File: config.mk
export PLATFORM = sky130hd
export DESIGN_NAME = tvr_regs
export DESIGN_NICKNAME = d
export VERILOG_FILES = /design/src/core/tvr_regs.v
export VERILOG_INCLUDE_DIRS = /design/src /design/src/core
export SDC_FILE = /design/constraint.sdc
export NUM_CORES = 1
export LEC_CHECK = 0
export BUFFER_PORTS_ARGS = -buffer_cell sky130_fd_sc_hd__buf_2
export CORE_ASPECT_RATIO = 1.4
export CORE_MARGIN = 2
export CORE_UTILIZATION = 55
export DETAILED_ROUTE_END_ITERATION = 10
export GPL_TIMING_DRIVEN = 0
export PLACE_DENSITY = 0.74
export SETUP_SLACK_MARGIN = 0.2
export SYNTH_ARGS = -nofsm -noshare
export SYNTH_HDL_FRONTEND = slang
export SYNTH_SLANG_ARGS = --single-unit
File: constraint.sdc
create_clock -name clk -period 7.2 [get_ports clk]
set_clock_uncertainty 0.2 [all_clocks]
set_input_delay 2.16 -clock clk [delete_from_list [all_inputs] [get_ports clk]]
set_output_delay 2.16 -clock clk [all_outputs]
set_load 0.05 [all_outputs]
File: src/core/tvr_defines.vh
// Subaddresses, field positions, reset values and timing constants of the teletext and blanking-interval registers.
`ifndef TVR_DEFINES_VH
`define TVR_DEFINES_VH

`define TVR_SUB_CW_CTRL0     5'h16
`define TVR_SUB_CW_DATA1     5'h17
`define TVR_SUB_CW_DATA2     5'h18
`define TVR_SUB_TTX_TIMING   5'h19

`define TVR_RST_CW_CTRL0     8'h00
`define TVR_RST_CW_DATA1     8'h00
`define TVR_RST_CW_DATA2     8'h00
`define TVR_RST_TTX_TIMING   8'h00

`define TVR_BIT_CRC_AUTO     4
`define TVR_BIT_ODD_EN       5
`define TVR_BIT_EVEN_EN      6
`define TVR_BIT_WSS_EN       7

`define TVR_CGMS_LINE_ODD    10'h014
`define TVR_CGMS_LINE_EVEN   10'h11b
`define TVR_WSS_LINE         10'h017

`define TVR_CGMS_SYMBOLS     5'h15
`define TVR_WSS_SYMBOLS      5'h0e
`define TVR_CRC_SEED         6'h3f
`define TVR_CRC_POLY         6'h03

`define TVR_TTX_BITS         360

`endif

File: src/core/tvr_regs.v
// Teletext request strobe timing and copy-generation / wide-screen signalling registers with symbol FIFO.
`timescale 1ns/10ps
`include "tvr_defines.vh"

// Shift-register FIFO: the head entry and the flags are flip-flops.
module tvr_fifo #(
    parameter WIDTH = 2,
    parameter DEPTH = 4
) (
    // Clock and reset
    input  wire             clk,
    input  wire             sys_rst,
    // Fill side
    input  wire             in_valid,
    input  wire [WIDTH-1:0] in_data,
    output reg              in_ready,
    // Drain side
    output reg              out_valid,
    output wire [WIDTH-1:0] out_data,
    input  wire             out_ready
);
    reg [WIDTH-1:0] mem_q [0:DEPTH-1];
    reg [7:0]       count_q;
    reg [7:0]       count_d;
    wire            push;
    wire            pop;
    integer         i;

    assign push     = in_valid && in_ready;
    assign pop      = out_valid && out_ready;
    assign out_data = mem_q[0];

    always @* begin
        count_d = count_q;
        if (push && !pop) begin
            count_d = count_q + 8'h01;
        end else if (pop && !push) begin
            count_d = count_q - 8'h01;
        end
    end

    always @(posedge clk) begin
        if (sys_rst) begin
            count_q   <= 8'h00;
            in_ready  <= 1'b1;
            out_valid <= 1'b0;
            for (i = 0; i < DEPTH; i = i + 1) begin
                mem_q[i] <= {WIDTH{1'b0}};
            end
        end else begin
            count_q   <= count_d;
            in_ready  <= (count_d != DEPTH[7:0]);
            out_valid <= (count_d != 8'h00);
            for (i = 0; i < DEPTH; i = i + 1) begin
                if (pop && i < DEPTH - 1) begin
                    mem_q[i] <= mem_q[i+1];
                end
                if (push && i == (pop ? count_q - 8'h01 : count_q)) begin
                    mem_q[i] <= in_data;
                end
            end
        end
    end
endmodule

module tvr_regs #(
    parameter TTX_BITS   = `TVR_TTX_BITS,
    parameter FIFO_DEPTH = 4
) (
    // Clock and reset
    input  wire       clk,
    input  wire       sys_rst,
    // Host register access by subaddress
    input  wire       reg_wr_en,
    input  wire       reg_rd_en,
    input  wire [4:0] register_subaddress,
    input  wire [7:0] reg_wdata,
    output reg  [7:0] reg_rdata_q,
    // Video timing from the encoder's own timing generator
    input  wire       pal_mode,
    input  wire       field_start,
    input  wire       odd_field,
    input  wire       line_start,
    input  wire [9:0] line_number,
    input  wire       ttx_line,
    // Teletext request strobe to the teletext source
    output reg        teletext_request_strobe,
    // Blanking-interval symbols to the waveform generator
    output wire       vbi_sym_valid,
    output wire       vbi_sym_kind,
    output wire       vbi_sym_bit,
    input  wire       vbi_sym_ready,
    output reg        vbi_busy_q
);
    localparam ST_IDLE = 1'b0;
    localparam ST_RUN  = 1'b1;

    reg  [7:0]  cw_ctrl0_q;
    reg  [7:0]  cw_data1_q;
    reg  [7:0]  cw_data2_q;
    reg  [7:0]  ttx_timing_q;
    reg  [7:0]  sh_ctrl0_q;
    reg  [19:0] sh_cgms_q;
    reg  [13:0] sh_wss_q;
    reg  [3:0]  sh_rise_q;
    reg  [3:0]  sh_fall_q;
    reg         sh_pal_q;
    reg  [9:0]  ttx_cnt_q;
    reg         ttx_run_q;
    reg         state_q;
    reg  [20:0] sym_shift_q;
    reg  [4:0]  sym_left_q;
    reg         sym_kind_q;
    wire [19:0] cgms_word;
    wire [5:0]  crc_bits;
    wire [9:0]  rise_pos;
    wire [9:0]  fall_pos;
    wire        fifo_in_ready;
    wire        cgms_line;
    wire        wss_line;
    wire [1:0]  fifo_out;

    // Six-bit CRC over the first fourteen copy word bits, bit 0 first.
    function [5:0] cgms_crc;
        input [13:0] data;
        reg   [5:0]  crc;
        reg          fb;
        integer      k;
        begin
            crc = `TVR_CRC_SEED;
            for (k = 0; k < 14; k = k + 1) begin
                fb  = crc[5] ^ data[k];
                crc = {crc[4:0], 1'b0} ^ (fb ? `TVR_CRC_POLY : 6'h00);
            end
            cgms_crc = crc;
        end
    endfunction

    // Register writes and reads.
    always @(posedge clk) begin
        if (sys_rst) begin
            cw_ctrl0_q   <= `TVR_RST_CW_CTRL0;
            cw_data1_q   <= `TVR_RST_CW_DATA1;
            cw_data2_q   <= `TVR_RST_CW_DATA2;
            ttx_timing_q <= `TVR_RST_TTX_TIMING;
            reg_rdata_q  <= 8'h00;
        end else begin
            if (reg_wr_en) begin
                case (register_subaddress)
                    `TVR_SUB_CW_CTRL0: begin
                        cw_ctrl0_q <= reg_wdata;
                    end
                    `TVR_SUB_CW_DATA1: begin
                        cw_data1_q <= reg_wdata;
                    end
                    `TVR_SUB_CW_DATA2: begin
                        cw_data2_q <= reg_wdata;
                    end
                    `TVR_SUB_TTX_TIMING: begin
                        ttx_timing_q <= reg_wdata;
                    end
                    default: begin
                    end
                endcase
            end
            if (reg_rd_en) begin
                case (register_subaddress)
                    `TVR_SUB_CW_CTRL0: begin
                        reg_rdata_q <= cw_ctrl0_q;
                    end
                    `TVR_SUB_CW_DATA1: begin
                        reg_rdata_q <= cw_data1_q;
                    end
                    `TVR_SUB_CW_DATA2: begin
                        reg_rdata_q <= cw_data2_q;
                    end
                    `TVR_SUB_TTX_TIMING: begin
                        reg_rdata_q <= ttx_timing_q;
                    end
                    default: begin
                        reg_rdata_q <= 8'h00;
                    end
                endcase
            end
        end
    end

    // Copy word: bits 0-7 from register two, 8-15 from one, 16-19 from zero.
    assign cgms_word = {cw_ctrl0_q[3:0], cw_data1_q, cw_data2_q};
    assign crc_bits  = cgms_crc(cgms_word[13:0]);

    // Shadow copies are loaded only at a field boundary.
    always @(posedge clk) begin
        if (sys_rst) begin
            sh_ctrl0_q <= 8'h00;
            sh_cgms_q  <= 20'h00000;
            sh_wss_q   <= 14'h0000;
            sh_rise_q  <= 4'h0;
            sh_fall_q  <= 4'h0;
            sh_pal_q   <= 1'b0;
        end else if (field_start) begin
            sh_ctrl0_q <= cw_ctrl0_q;
            sh_pal_q   <= pal_mode;
            sh_rise_q  <= ttx_timing_q[7:4];
            sh_fall_q  <= ttx_timing_q[3:0];
            if (cw_ctrl0_q[`TVR_BIT_CRC_AUTO]) begin
                sh_cgms_q <= {crc_bits, cgms_word[13:0]};
            end else begin
                sh_cgms_q <= cgms_word;
            end
            sh_wss_q <= {cw_data1_q[5:0], cw_data2_q};
        end
    end

    // Teletext request window, counted in pixel clocks from the line start.
    assign rise_pos = {6'h00, sh_rise_q};
    assign fall_pos = (sh_fall_q == 4'h0) ? rise_pos + TTX_BITS[9:0]
                                          : TTX_BITS[9:0] - {6'h00, sh_fall_q};

    always @(posedge clk) begin
        if (sys_rst) begin
            ttx_cnt_q               <= 10'h000;
            ttx_run_q               <= 1'b0;
            teletext_request_strobe <= 1'b0;
        end else begin
            if (line_start) begin
                ttx_cnt_q <= 10'h000;
                ttx_run_q <= ttx_line;
            end else if (ttx_cnt_q != 10'h3ff) begin
                ttx_cnt_q <= ttx_cnt_q + 10'h001;
            end
            teletext_request_strobe <= ttx_run_q && !line_start &&
                                       (ttx_cnt_q >= rise_pos) && (ttx_cnt_q < fall_pos);
        end
    end

    // Insertion lines for the copy word and wide-screen word.
    assign cgms_line = !sh_pal_q && ((odd_field && line_number == `TVR_CGMS_LINE_ODD &&
                                      sh_ctrl0_q[`TVR_BIT_ODD_EN]) ||
                                     (!odd_field && line_number == `TVR_CGMS_LINE_EVEN &&
                                      sh_ctrl0_q[`TVR_BIT_EVEN_EN]));
    assign wss_line  = sh_pal_q && odd_field && line_number == `TVR_WSS_LINE &&
                       sh_ctrl0_q[`TVR_BIT_WSS_EN];

    // Symbol serializer; it stalls while the FIFO is full.
    always @(posedge clk) begin
        if (sys_rst) begin
            state_q     <= ST_IDLE;
            sym_shift_q <= 21'h000000;
            sym_left_q  <= 5'h00;
            sym_kind_q  <= 1'b0;
            vbi_busy_q  <= 1'b0;
        end else begin
            case (state_q)
                ST_IDLE: begin
                    if (line_start && cgms_line) begin
                        sym_shift_q <= {sh_cgms_q, 1'b1};
                        sym_left_q  <= `TVR_CGMS_SYMBOLS;
                        sym_kind_q  <= 1'b1;
                        state_q     <= ST_RUN;
                        vbi_busy_q  <= 1'b1;
                    end else if (line_start && wss_line) begin
                        sym_shift_q <= {7'h00, sh_wss_q};
                        sym_left_q  <= `TVR_WSS_SYMBOLS;
                        sym_kind_q  <= 1'b0;
                        state_q     <= ST_RUN;
                        vbi_busy_q  <= 1'b1;
                    end
                end
                ST_RUN: begin
                    if (fifo_in_ready) begin
                        sym_shift_q <= {1'b0, sym_shift_q[20:1]};
                        sym_left_q  <= sym_left_q - 5'h01;
                        if (sym_left_q == 5'h01) begin
                            state_q    <= ST_IDLE;
                            vbi_busy_q <= 1'b0;
                        end
                    end
                end
                default: begin
                    state_q <= ST_IDLE;
                end
            endcase
        end
    end

    tvr_fifo #(
        .WIDTH (2),
        .DEPTH (FIFO_DEPTH)
    ) u_fifo (
        .clk       (clk),
        .sys_rst   (sys_rst),
        .in_valid  (state_q == ST_RUN),
        .in_data   ({sym_kind_q, sym_shift_q[0]}),
        .in_ready  (fifo_in_ready),
        .out_valid (vbi_sym_valid),
        .out_data  (fifo_out),
        .out_ready (vbi_sym_ready)
    );

    assign vbi_sym_kind = fifo_out[1];
    assign vbi_sym_bit  = fifo_out[0];
endmodule

== Word-level counts from Yosys, hierarchy flattened ==
Memories as Yosys holds them, arrays and structs flattened.
Cells that the tools add are included.
Word-level totals
  bits in registers: 142
  RAM bits: 8
  memories kept: 1
Operators by class
  $add $sub $neg: 7
  order comparisons: 2
  equal/unequal tests: 16
  muxes and demuxes: 64
  bitwise gates (word level): 35
  reductions and logical operators: 39
Memory list
  u_fifo.mem_q: words 4, bits a word 2, rd ports 4, clocked after memory_dff 0, write ports 4, line tvr_regs.v:22  | reg [WIDTH-1:0] mem_q [0:DEPTH-1];
Operator list (count)
  bitwise XOR 6 x 2 -> 6 bit: 13
  equality test 2 x 32 -> 1 bit, first input constant: 2
  two-way mux 21 bit: 3
  two-way mux 2 bit: 21
  one-hot mux 21 bit (2 select lines): 1
  equality test 1 x 32 -> 1 bit, first input constant: 1
  zero test 32 bit: 1
  two-way mux 32 bit: 1
  one-hot mux 8 bit (4 select lines): 1
  two-way mux 1 bit: 27
  logical AND 1 bit: 21
  equality test 10 x 5 -> 1 bit, second input constant: 2
  equality test 5 bit, second input constant: 4
  two-way mux 20 bit: 1
  two-way mux 8 bit: 2
  two-way mux 5 bit: 3
  bitwise XOR 1 bit: 13
  AND reduction 2 bit: 6
  adder 10 x 1 -> 10 bit, second input constant: 1
  adder 4 x 9 -> 10 bit, second input constant: 1
  equality test 10 x 9 -> 1 bit, second input constant: 1
  >= comparator 10 x 4 -> 1 bit: 1
  less-than comparator 10 bit: 1
  two-way mux 10 bit: 1
  other kinds (22): 34

== Logic depth before layout (Yosys ltp) ==
Gate-level depths: netlist (run 1).
  depth after elaboration: 42
  mapped depth: 10
  mapped depth without buffers: 10

== Hierarchy ==
From an unflattened synthesis (run 1), not the netlist that was laid out.
Unflattened totals
  cell total of the unflattened synthesis: 811
  area total of the unflattened synthesis: 6861.6 µm²
Modules (own cells, without submodules)
  tvr_regs: instances 1, cells an instance 650, area each 5501.5 µm²
  tvr_fifo: instances 1, cells an instance 161, area each 1360.1 µm²

== Worst setup path before layout (run 1) ==
No wires, ideal clock.
  kind: input port to flip-flop
  start: input line_number[9]
  end: register sym_shift_q[8]
  setup time: 0.132 ns
  data arrival time: 3.680 ns
  required time: 6.868 ns
  path slack: 3.187 ns
  cell stages on the path: 7
  buffers on the path: 1
  cell sequence: and4bb_1 > nand4_2 > a211oi_4 > buf_6 > mux2_1 > o211ai_1 > a21oi_1
On the way
  longest elaborated chain between the ends: 8
  elaborated cells between the ends (all ways): 17
  those cells by class: eq/ne: 4; mux: 2; reduce/logical: 11
Ends and longest elaborated chain
  start: declaration: line tvr_regs.v:84  | input wire [9:0] line_number,
  equality test 10 x 5 -> 1 bit (no line) or equality test 10 x 9 -> 1 bit (tied branches)
  logical AND 1 bit (no line)
  logical AND 1 bit (on tied branches): line tvr_regs.v:238, tvr_regs.v:240
  logical OR 1 bit: line tvr_regs.v:238  | assign cgms_line = !sh_pal_q && ((odd_field && line_number == `TVR_CGMS_LINE_ODD &&
  logical AND 1 bit: line tvr_regs.v:238
  logical AND 1 bit: line tvr_regs.v:256  | if (line_start && cgms_line) begin
  two-way mux 21 bit or inequality test 3 bit (tied branches)
  one-hot mux 21 bit (2 select lines) or AND reduction 2 bit (tied branches)
  end signal: assignment: line tvr_regs.v:257  | sym_shift_q <= {sh_cgms_q, 1'b1};
  end signal: assignment: line tvr_regs.v:263  | sym_shift_q <= {7'h00, sh_wss_q};
  end signal: assignment: line tvr_regs.v:272  | sym_shift_q <= {1'b0, sym_shift_q[20:1]};
  end: declaration: line tvr_regs.v:111  | reg [20:0] sym_shift_q;
Several ways; a longest one is shown, not always the timed one.
A chain may end at the register's enable or synchronous reset.

== Final worst setup path (run 1) ==
  start: input line_number[9]
  end: register sym_shift_q[10]
Same word-level chain as after synthesis.

==> flow_summary.json, run 1 <==
{
  "outcome": "complete, no violations",
  "timing.critical_path.arrival_ps": 4090,
  "cts.hold.buffers_added": 0,
  "htreeDepth": 4,
  "placed_cell_area_mm2": 0.00706,
  "post_synth_inst_count": 756,
  "fp.dieArea_mm2": 0.0130,
  "grt_start_max_net_pins": 17,
  "layout-area-overhead-vs-synth_pct": 15.4,
  "mostFrequentLayoutCell": "sky130_fd_sc_hd__dfxtp_1",
  "fin_crit_sh_pct": 55.8,
  "die-height_um": 134,
  "most-common-layout-cells": "sky130_fd_sc_hd__dfxtp_1, sky130_fd_sc_hd__nor2_1, sky130_fd_sc_hd__nand2_1",
  "final_cell_area_mm2": 0.00768,
  "synth_edf_count": 8,
  "power_density_relative_to_cell_area_mw_per_mm2": 256,
  "yosysSeqAreaShare_pct": 40.6,
  "drcViolationCount": 0,
  "syn-num-nets": 804,
  "rr_worst_depth": 9,
  "wire_per_inst_um": 17.0,
  "min_path_type": "reg2reg",
  "floorplan.die.width_um": 97.0,
  "cpLargestDelayFamily": "compound AO/OA/AOI/OAI gates",
  "criticalPathCategory": "in2reg",
  "worst-slew-pin-transition_ps": 781,
  "worst_path_max_delay_cell": "sky130_fd_sc_hd__a211oi_4",
  "rsz_0062_raised_after_global_routing": "no",
  "dp_hpwl_um": 12200,
  "crit_path_cell_trace": "buf_2, and4bb_1, nand4_2, a211oi_4, buf_6, mux2_1, o211ai_1, a21oi_1",
  "postSynthRegisterBits": 131,
  "setup.worst_path.start": "line_number[9]",
  "critical_path.startpoint_type": "input port",
  "initial_core_util_pct": 56.3,
  "core_box_area_mm2": 0.0118,
  "buffer_ports.inserted": 44,
  "cts.sinks": 131,
  "worstHoldStart": "sym_shift_q[8]",
  "postRouteAntennaNets": 0,
  "grt_first_pass_wirelength_um": 28100,
  "largest-register": "sym_shift_q",
  "layout-drive-gt1-share_pct": 12.8,
  "leakage_uw": 0.00289,
  "slew_violations": 0,
  "path_max_fanout": 10,
  "critical_path_depth": 8,
  "max_stage_delay_ps": 500,
  "critical_path.reg2reg.startpoint": "u_fifo.count_q[0]",
  "antenna_found_initial": 0,
  "synth.cell_area_mm2": 0.00666,
  "tritoncts.num_buffers": 17,
  "synth.yosys.warnings": 0,
  "min_period_ps": 4020,
  "globalplace.congestion": 0.890,
  "cts_tree": "done",
  "worstHoldPathCells": 2,
  "count_of_pins_on_the_block_boundary": 46,
  "global_route.usage.total_pct": 26.5,
  "drt-initial-drc-count": 349,
  "finalHoldViolCount": 0,
  "clock_latency_ps": 410,
  "synth_async_sr_flop_share_pct": 0,
  "syn_area_per_cell_um2": 8.80,
  "ctsLongestPathBuffers": 2,
  "irDropWorstVdd_v": 0.000168,
  "crit_required_ps": 7270,
  "tns_ps": 0,
  "drt_wl_total_um": 16700,
  "grt-ovfl-total": 0,
  "path_clk_slew_ps": 50,
  "setup-violations-final": 0,
  "cts-root-buf": "sky130_fd_sc_hd__clkbuf_16",
  "diodes": 0,
  "drt_first_pass_iters": 5,
  "design.final.nets": 867,
  "largest_register_ffs": 21,
  "yosys_most_used_dff": "sky130_fd_sc_hd__dfxtp_1",
  "netlist-cell-type-count": 62,
  "post_cts.resized_instances": 0,
  "path_buf_inv": 2,
  "largest_registers_ranked_by_flip_flop_count": "sym_shift_q (21), sh_cgms_q (20), ttx_cnt_q (10)",
  "routed-via-count": 5825,
  "slew_headroom_pct": 47.9,
  "core.rowCount": 47,
  "clock.fmax_mhz": 249,
  "critPathCaptureType": "register",
  "drv_cap": 0,
  "post_cts.repair.setup_buffers": 0,
  "vias_per_cell": 5.96,
  "via_count_of_the_first_global_routing_pass": 5832
}
## report_power, final
part	total (µW)	switching (µW)	internal (µW)
logic	286	186	101
clock network	898	311	587
registers	780	17.7	762
## cell type report
| type | count | area, µm² |
|---|---|---|
| plain buffers | 49 | 233 |
| clock buffers | 21 | 492 |
| clock inverters | 9 | 126 |
| fillers | 999 | 4140 |
| inverters | 14 | 52.6 |
| multi-input cells | 562 | 3670 |
| flip-flops and latches | 131 | 2700 |
| well taps | 147 | 184 |
| repair buffers | 44 | 220 |
## cell usage after synthesis, types with 8 or more instances
| cell type | instances | share of area (%) |
|---|---|---|
| sky130_fd_sc_hd__mux2_1 | 13 | 2.2 |
| sky130_fd_sc_hd__edfxtp_1 | 8 | 3.6 |
| sky130_fd_sc_hd__nand2b_1 | 33 | 3.1 |
| sky130_fd_sc_hd__o211ai_1 | 17 | 1.9 |
| sky130_fd_sc_hd__ha_1 | 15 | 2.8 |
| sky130_fd_sc_hd__buf_2 | 18 | 1.4 |
| sky130_fd_sc_hd__nor3_1 | 10 | 0.75 |
| sky130_fd_sc_hd__nor2_1 | 92 | 5.2 |
| sky130_fd_sc_hd__dfxtp_1 | 123 | 37 |
| sky130_fd_sc_hd__and3_1 | 8 | 0.75 |
| sky130_fd_sc_hd__a22o_1 | 8 | 1.1 |
| sky130_fd_sc_hd__mux2i_1 | 59 | 8.9 |
| sky130_fd_sc_hd__nand3_1 | 23 | 1.7 |
| sky130_fd_sc_hd__xor2_1 | 12 | 1.6 |
| sky130_fd_sc_hd__o21ai_0 | 21 | 1.6 |
| sky130_fd_sc_hd__inv_1 | 14 | 0.79 |
| sky130_fd_sc_hd__a21oi_1 | 57 | 4.3 |
| sky130_fd_sc_hd__clkbuf_1 | 27 | 1.5 |
| sky130_fd_sc_hd__nand2_1 | 75 | 4.2 |
| sky130_fd_sc_hd__xnor2_1 | 22 | 2.9 |
| sky130_fd_sc_hd__a211oi_1 | 11 | 1.2 |
| sky130_fd_sc_hd__a222oi_1 | 8 | 1.2 |
## worst register-to-register path, stage by stage (launching register included)
cell,delay (ps)
sky130_fd_sc_hd__dfxtp_1,330
sky130_fd_sc_hd__buf_2,220
sky130_fd_sc_hd__inv_1,110
sky130_fd_sc_hd__ha_1,270
sky130_fd_sc_hd__o21bai_1,200
sky130_fd_sc_hd__a31oi_1,230
sky130_fd_sc_hd__a311oi_1,100
sky130_fd_sc_hd__nor4b_1,500
sky130_fd_sc_hd__and3_1,290
sky130_fd_sc_hd__mux2i_1,230
## through the flow
step           worst slack, ps  instances  hold slack (ps)  utilization [%]  total power [µW]
6_report                  3180        977              254             65.0              1960
5_1_grt                   3020        977              275             65.0              2040
4_1_cts                   3190        977              256             65.0              1970
3_5_place_dp              2780        947              247             59.7              1070
3_3_place_gp              2850        947              237             59.7              1060
2_1_floorplan             3190        756              231                -              1000
## worst paths after layout
kind	end	slack (ps)
max	sym_shift_q[10]	3180
min	sym_shift_q[8]	250
max reg2reg	u_fifo.mem_q[0][0]	4360
min reg2reg	sym_shift_q[8]	250
## cells by family after synthesis
group,after synthesis,synth area share [%]
and+or+nand+nor,286,20.9
AOI/OAI and AO/OA,154,15.6
DFF,131,40.6
muxes,72,11.1
buffers and inverters,63,4.29
xor gates and xnor gates,35,4.72
adders and majority gates,15,2.82
## metal layers
metal | GRT usage, % | vias up | part of all wire, %
met5 | 0 | - | 0
met3 | 5.21 | 50 | 5.4
li1 | - | 2811 | -
met2 | 45.8 | 219 | 49
met4 | 13.9 | 0 | 4.1
met1 | 30.9 | 2745 | 41
Note: power is estimated with default switching activity, not from simulation.
==> run 2: changes to the inputs <==
ABC_AREA = 1   (was unset)
PLACE_DENSITY = 0.73   (was 0.74)
clock period = 3.7 ns   (was 7.2 ns; I/O delays follow)
==> flow_summary.json, run 2 <==
{
  "floorplan.die.width_um": 99.1,
  "fin_crit_sh_pct": 72.9,
  "initial_core_util_pct": 56.2,
  "clock_latency_ps": 430,
  "netlist-cell-type-count": 43,
  "irDropWorstVdd_v": 0.000346,
  "cpLargestDelayFamily": "buffers and inverters",
  "grt_start_max_net_pins": 17,
  "ctsLongestPathBuffers": 2,
  "antenna_found_initial": 0,
  "path_max_fanout": 10,
  "drt-initial-drc-count": 469,
  "power_density_relative_to_cell_area_mw_per_mm2": 499,
  "buffer_ports.inserted": 44,
  "largest_register_ffs": 21,
  "worst_path_max_delay_cell": "sky130_fd_sc_hd__buf_1",
  "largest-register": "sym_shift_q",
  "core.rowCount": 48,
  "largest_registers_ranked_by_flip_flop_count": "sym_shift_q (21), sh_cgms_q (20), ttx_cnt_q (10)",
  "m1WireLength_um": 7730,
  "yosysSeqAreaShare_pct": 38.8,
  "count_of_pins_on_the_block_boundary": 46,
  "synthDominantCellAreaShare_pct": 35.4,
  "max_stage_delay_ps": 500,
  "syn-num-nets": 1054,
  "crit_path_cell_trace": "clkbuf_1, inv_1, buf_2, buf_1, nand3_1",
  "grt-ovfl-total": 0,
  "dp_hpwl_um": 13900,
  "post_synth_fa_ha_maj_area_fraction_pct": 2.70,
  "vias_per_cell": 5.50,
  "most-common-layout-cells": "sky130_fd_sc_hd__nand2_1, sky130_fd_sc_hd__dfxtp_1, sky130_fd_sc_hd__inv_1",
  "drcViolationCount": 0,
  "htreeDepth": 4,
  "setup-violations-final": 0,
  "grt_first_pass_wirelength_um": 29700,
  "tritoncts.num_buffers": 17,
  "wire_per_inst_um": 15.1,
  "layout-drive-gt1-share_pct": 11.8,
  "critPathCaptureType": "register",
  "design.final.nets": 1117,
  "path_clk_slew_ps": 60,
  "top_sig_layer": "met4",
  "synth.top_cells.by_area": "sky130_fd_sc_hd__dfxtp_1, sky130_fd_sc_hd__nand2_1, sky130_fd_sc_hd__o21ai_0",
  "die-height_um": 137,
  "cts.sinks": 131,
  "layout-area-overhead-vs-synth_pct": 14.3,
  "netlist_top_cells_count": "sky130_fd_sc_hd__nand2_1, sky130_fd_sc_hd__dfxtp_1, sky130_fd_sc_hd__inv_1, sky130_fd_sc_hd__o21ai_0, sky130_fd_sc_hd__nor2_1",
  "core_box_area_mm2": 0.0124,
  "timing.critical_path.arrival_ps": 2630,
  "synth.cell_area_mm2": 0.00696,
  "drt_first_pass_iters": 8,
  "wl_met3_um": 930,
  "critical_path.startpoint_type": "input port",
  "outcome": "complete, no violations",
  "synth_async_sr_flop_share_pct": 0,
  "synth_edf_count": 8,
  "mostFrequentLayoutCell": "sky130_fd_sc_hd__nand2_1",
  "cts_tree": "done",
  "globalplace.congestion": 0.954,
  "finalHoldViolCount": 0,
  "slew_headroom_pct": 60.5,
  "drt_wl_total_um": 18600,
  "min_path_type": "reg2reg",
  "min_period_ps": 2700,
  "final_cell_area_mm2": 0.00795,
  "synth_top_cell_by_area": "sky130_fd_sc_hd__dfxtp_1",
  "yosys_most_used_dff": "sky130_fd_sc_hd__dfxtp_1",
  "worst-slew-pin-transition_ps": 593,
  "fp.dieArea_mm2": 0.0136,
  "via_count_of_the_first_global_routing_pass": 6177,
  "largest_family_of_logic_cells_by_synthesized_area": "simple AND/OR/NAND/NOR gates",
  "rsz_0062_raised_after_global_routing": "no",
  "syn_area_per_cell_um2": 6.92,
  "clock.fmax_mhz": 371,
  "postSynthRegisterBits": 131,
  "routed-via-count": 6771,
  "synth_area_in_compound_gates_pct": 18.0,
  "tns_ps": 0,
  "postRouteAntennaNets": 0,
  "criticalPathCategory": "in2reg",
  "global_route.usage.total_pct": 27.7,
  "route.met2.wl_um": 9190,
  "diodes": 0,
  "crit_required_ps": 3630,
  "path_buf_inv": 4,
  "cts.hold.buffers_added": 0,
  "yosys.cell_count.top_type": "sky130_fd_sc_hd__nand2_1",
  "post_cts.resized_instances": 0,
  "post_synth_xor_xnor_area_pct": 2.14,
  "leakage_uw": 0.00352,
  "cts-root-buf": "sky130_fd_sc_hd__clkbuf_16",
  "placed_cell_area_mm2": 0.00737,
  "synth.yosys.warnings": 0,
  "post_cts.repair.setup_buffers": 0,
  "yosys.area_share.simple_pct": 28.4,
  "slew_violations": 0,
  "filler_cell_count": 1162,
  "drv_cap": 0,
  "synthMuxAreaShare_pct": 0,
  "post_synth_inst_count": 1006
}
## run 2: changes by cell type in the layout (fill, tap and decap cells not counted), moves of 33 or more
cell | before | now
sky130_fd_sc_hd__nand2_1 | 75 | 217
sky130_fd_sc_hd__inv_1 | 14 | 114
sky130_fd_sc_hd__o21ai_0 | 21 | 112
sky130_fd_sc_hd__mux2i_1 | 59 | 0
sky130_fd_sc_hd__nand3_1 | 23 | 81
sky130_fd_sc_hd__a21oi_1 | 57 | 95
sky130_fd_sc_hd__nand2b_1 | 33 | 0
## run 2: layer usage
metal	vias to the layer above	global-route usage (%)
li1	3429	-
met1	3077	32.8
met2	217	48.2
met3	48	4.60
met4	0	13.7
met5	-	0
## run 2: area by class of cell
type	count	area, µm²	area share [%]
Buffer	42	250	3.15
Clock buffer	20	468	5.88
Clock inverter	12	120	1.51
Inverter	117	442	5.55
Multi-Input combinational cell	716	3560	44.8
Sequential cell	131	2700	34.0
Tap cell	150	188	2.36
Timing Repair Buffer	44	220	2.77
## run 2: kinds of logic (layout without fill, tap and decap cells)
kind of cell,after synthesis,in the layout
buf+inv,159,235
fa+ha+maj,15,15
xor+xnor,17,17
compound gates,239,239
simple gates,445,445
flops,131,131
## run 2: final timing paths
kind,startpoint,to,slack (ps),cells past startpoint
hold / removal,reg_rdata_q[3],reg_rdata_q[3],270,2
hold reg to reg,reg_rdata_q[3],reg_rdata_q[3],270,2
setup reg to reg,u_fifo.count_q[0],u_fifo.mem_q[0][4],1320,9
setup / recovery,sys_rst,u_fifo.mem_q[0][4],1000,5
## run 2: stage by stage
step / setup slack (ps) / std cells / util (%) / hold slack [ps] / total power (µW)
3_5_place_dp: 555 / 1200 / 59.5 / 256 / 2320
3_3_place_gp: 580 / 1200 / 59.5 / 252 / 2310
5_1_grt: 878 / 1232 / 64.3 / 283 / 4150
6_report: 1000 / 1232 / 64.3 / 265 / 3970
2_1_floorplan: 1130 / 1006 / - / 239 / 2140
4_1_cts: 991 / 1232 / 64.3 / 266 / 3970
## run 2: report_power, final
part	leakage, µW	switching, µW	internal (µW)
Clock	0.000283	676	993
Combinational	0.00216	497	261
Sequential	0.00108	46.6	1490
Total	0.00352	1220	2750
## run 2: worst min-delay path, cell delays in order, from the launching register on
cell                      delay [ps]
sky130_fd_sc_hd__dfxtp_1         310
sky130_fd_sc_hd__nand2_1          60
sky130_fd_sc_hd__a21oi_1          50
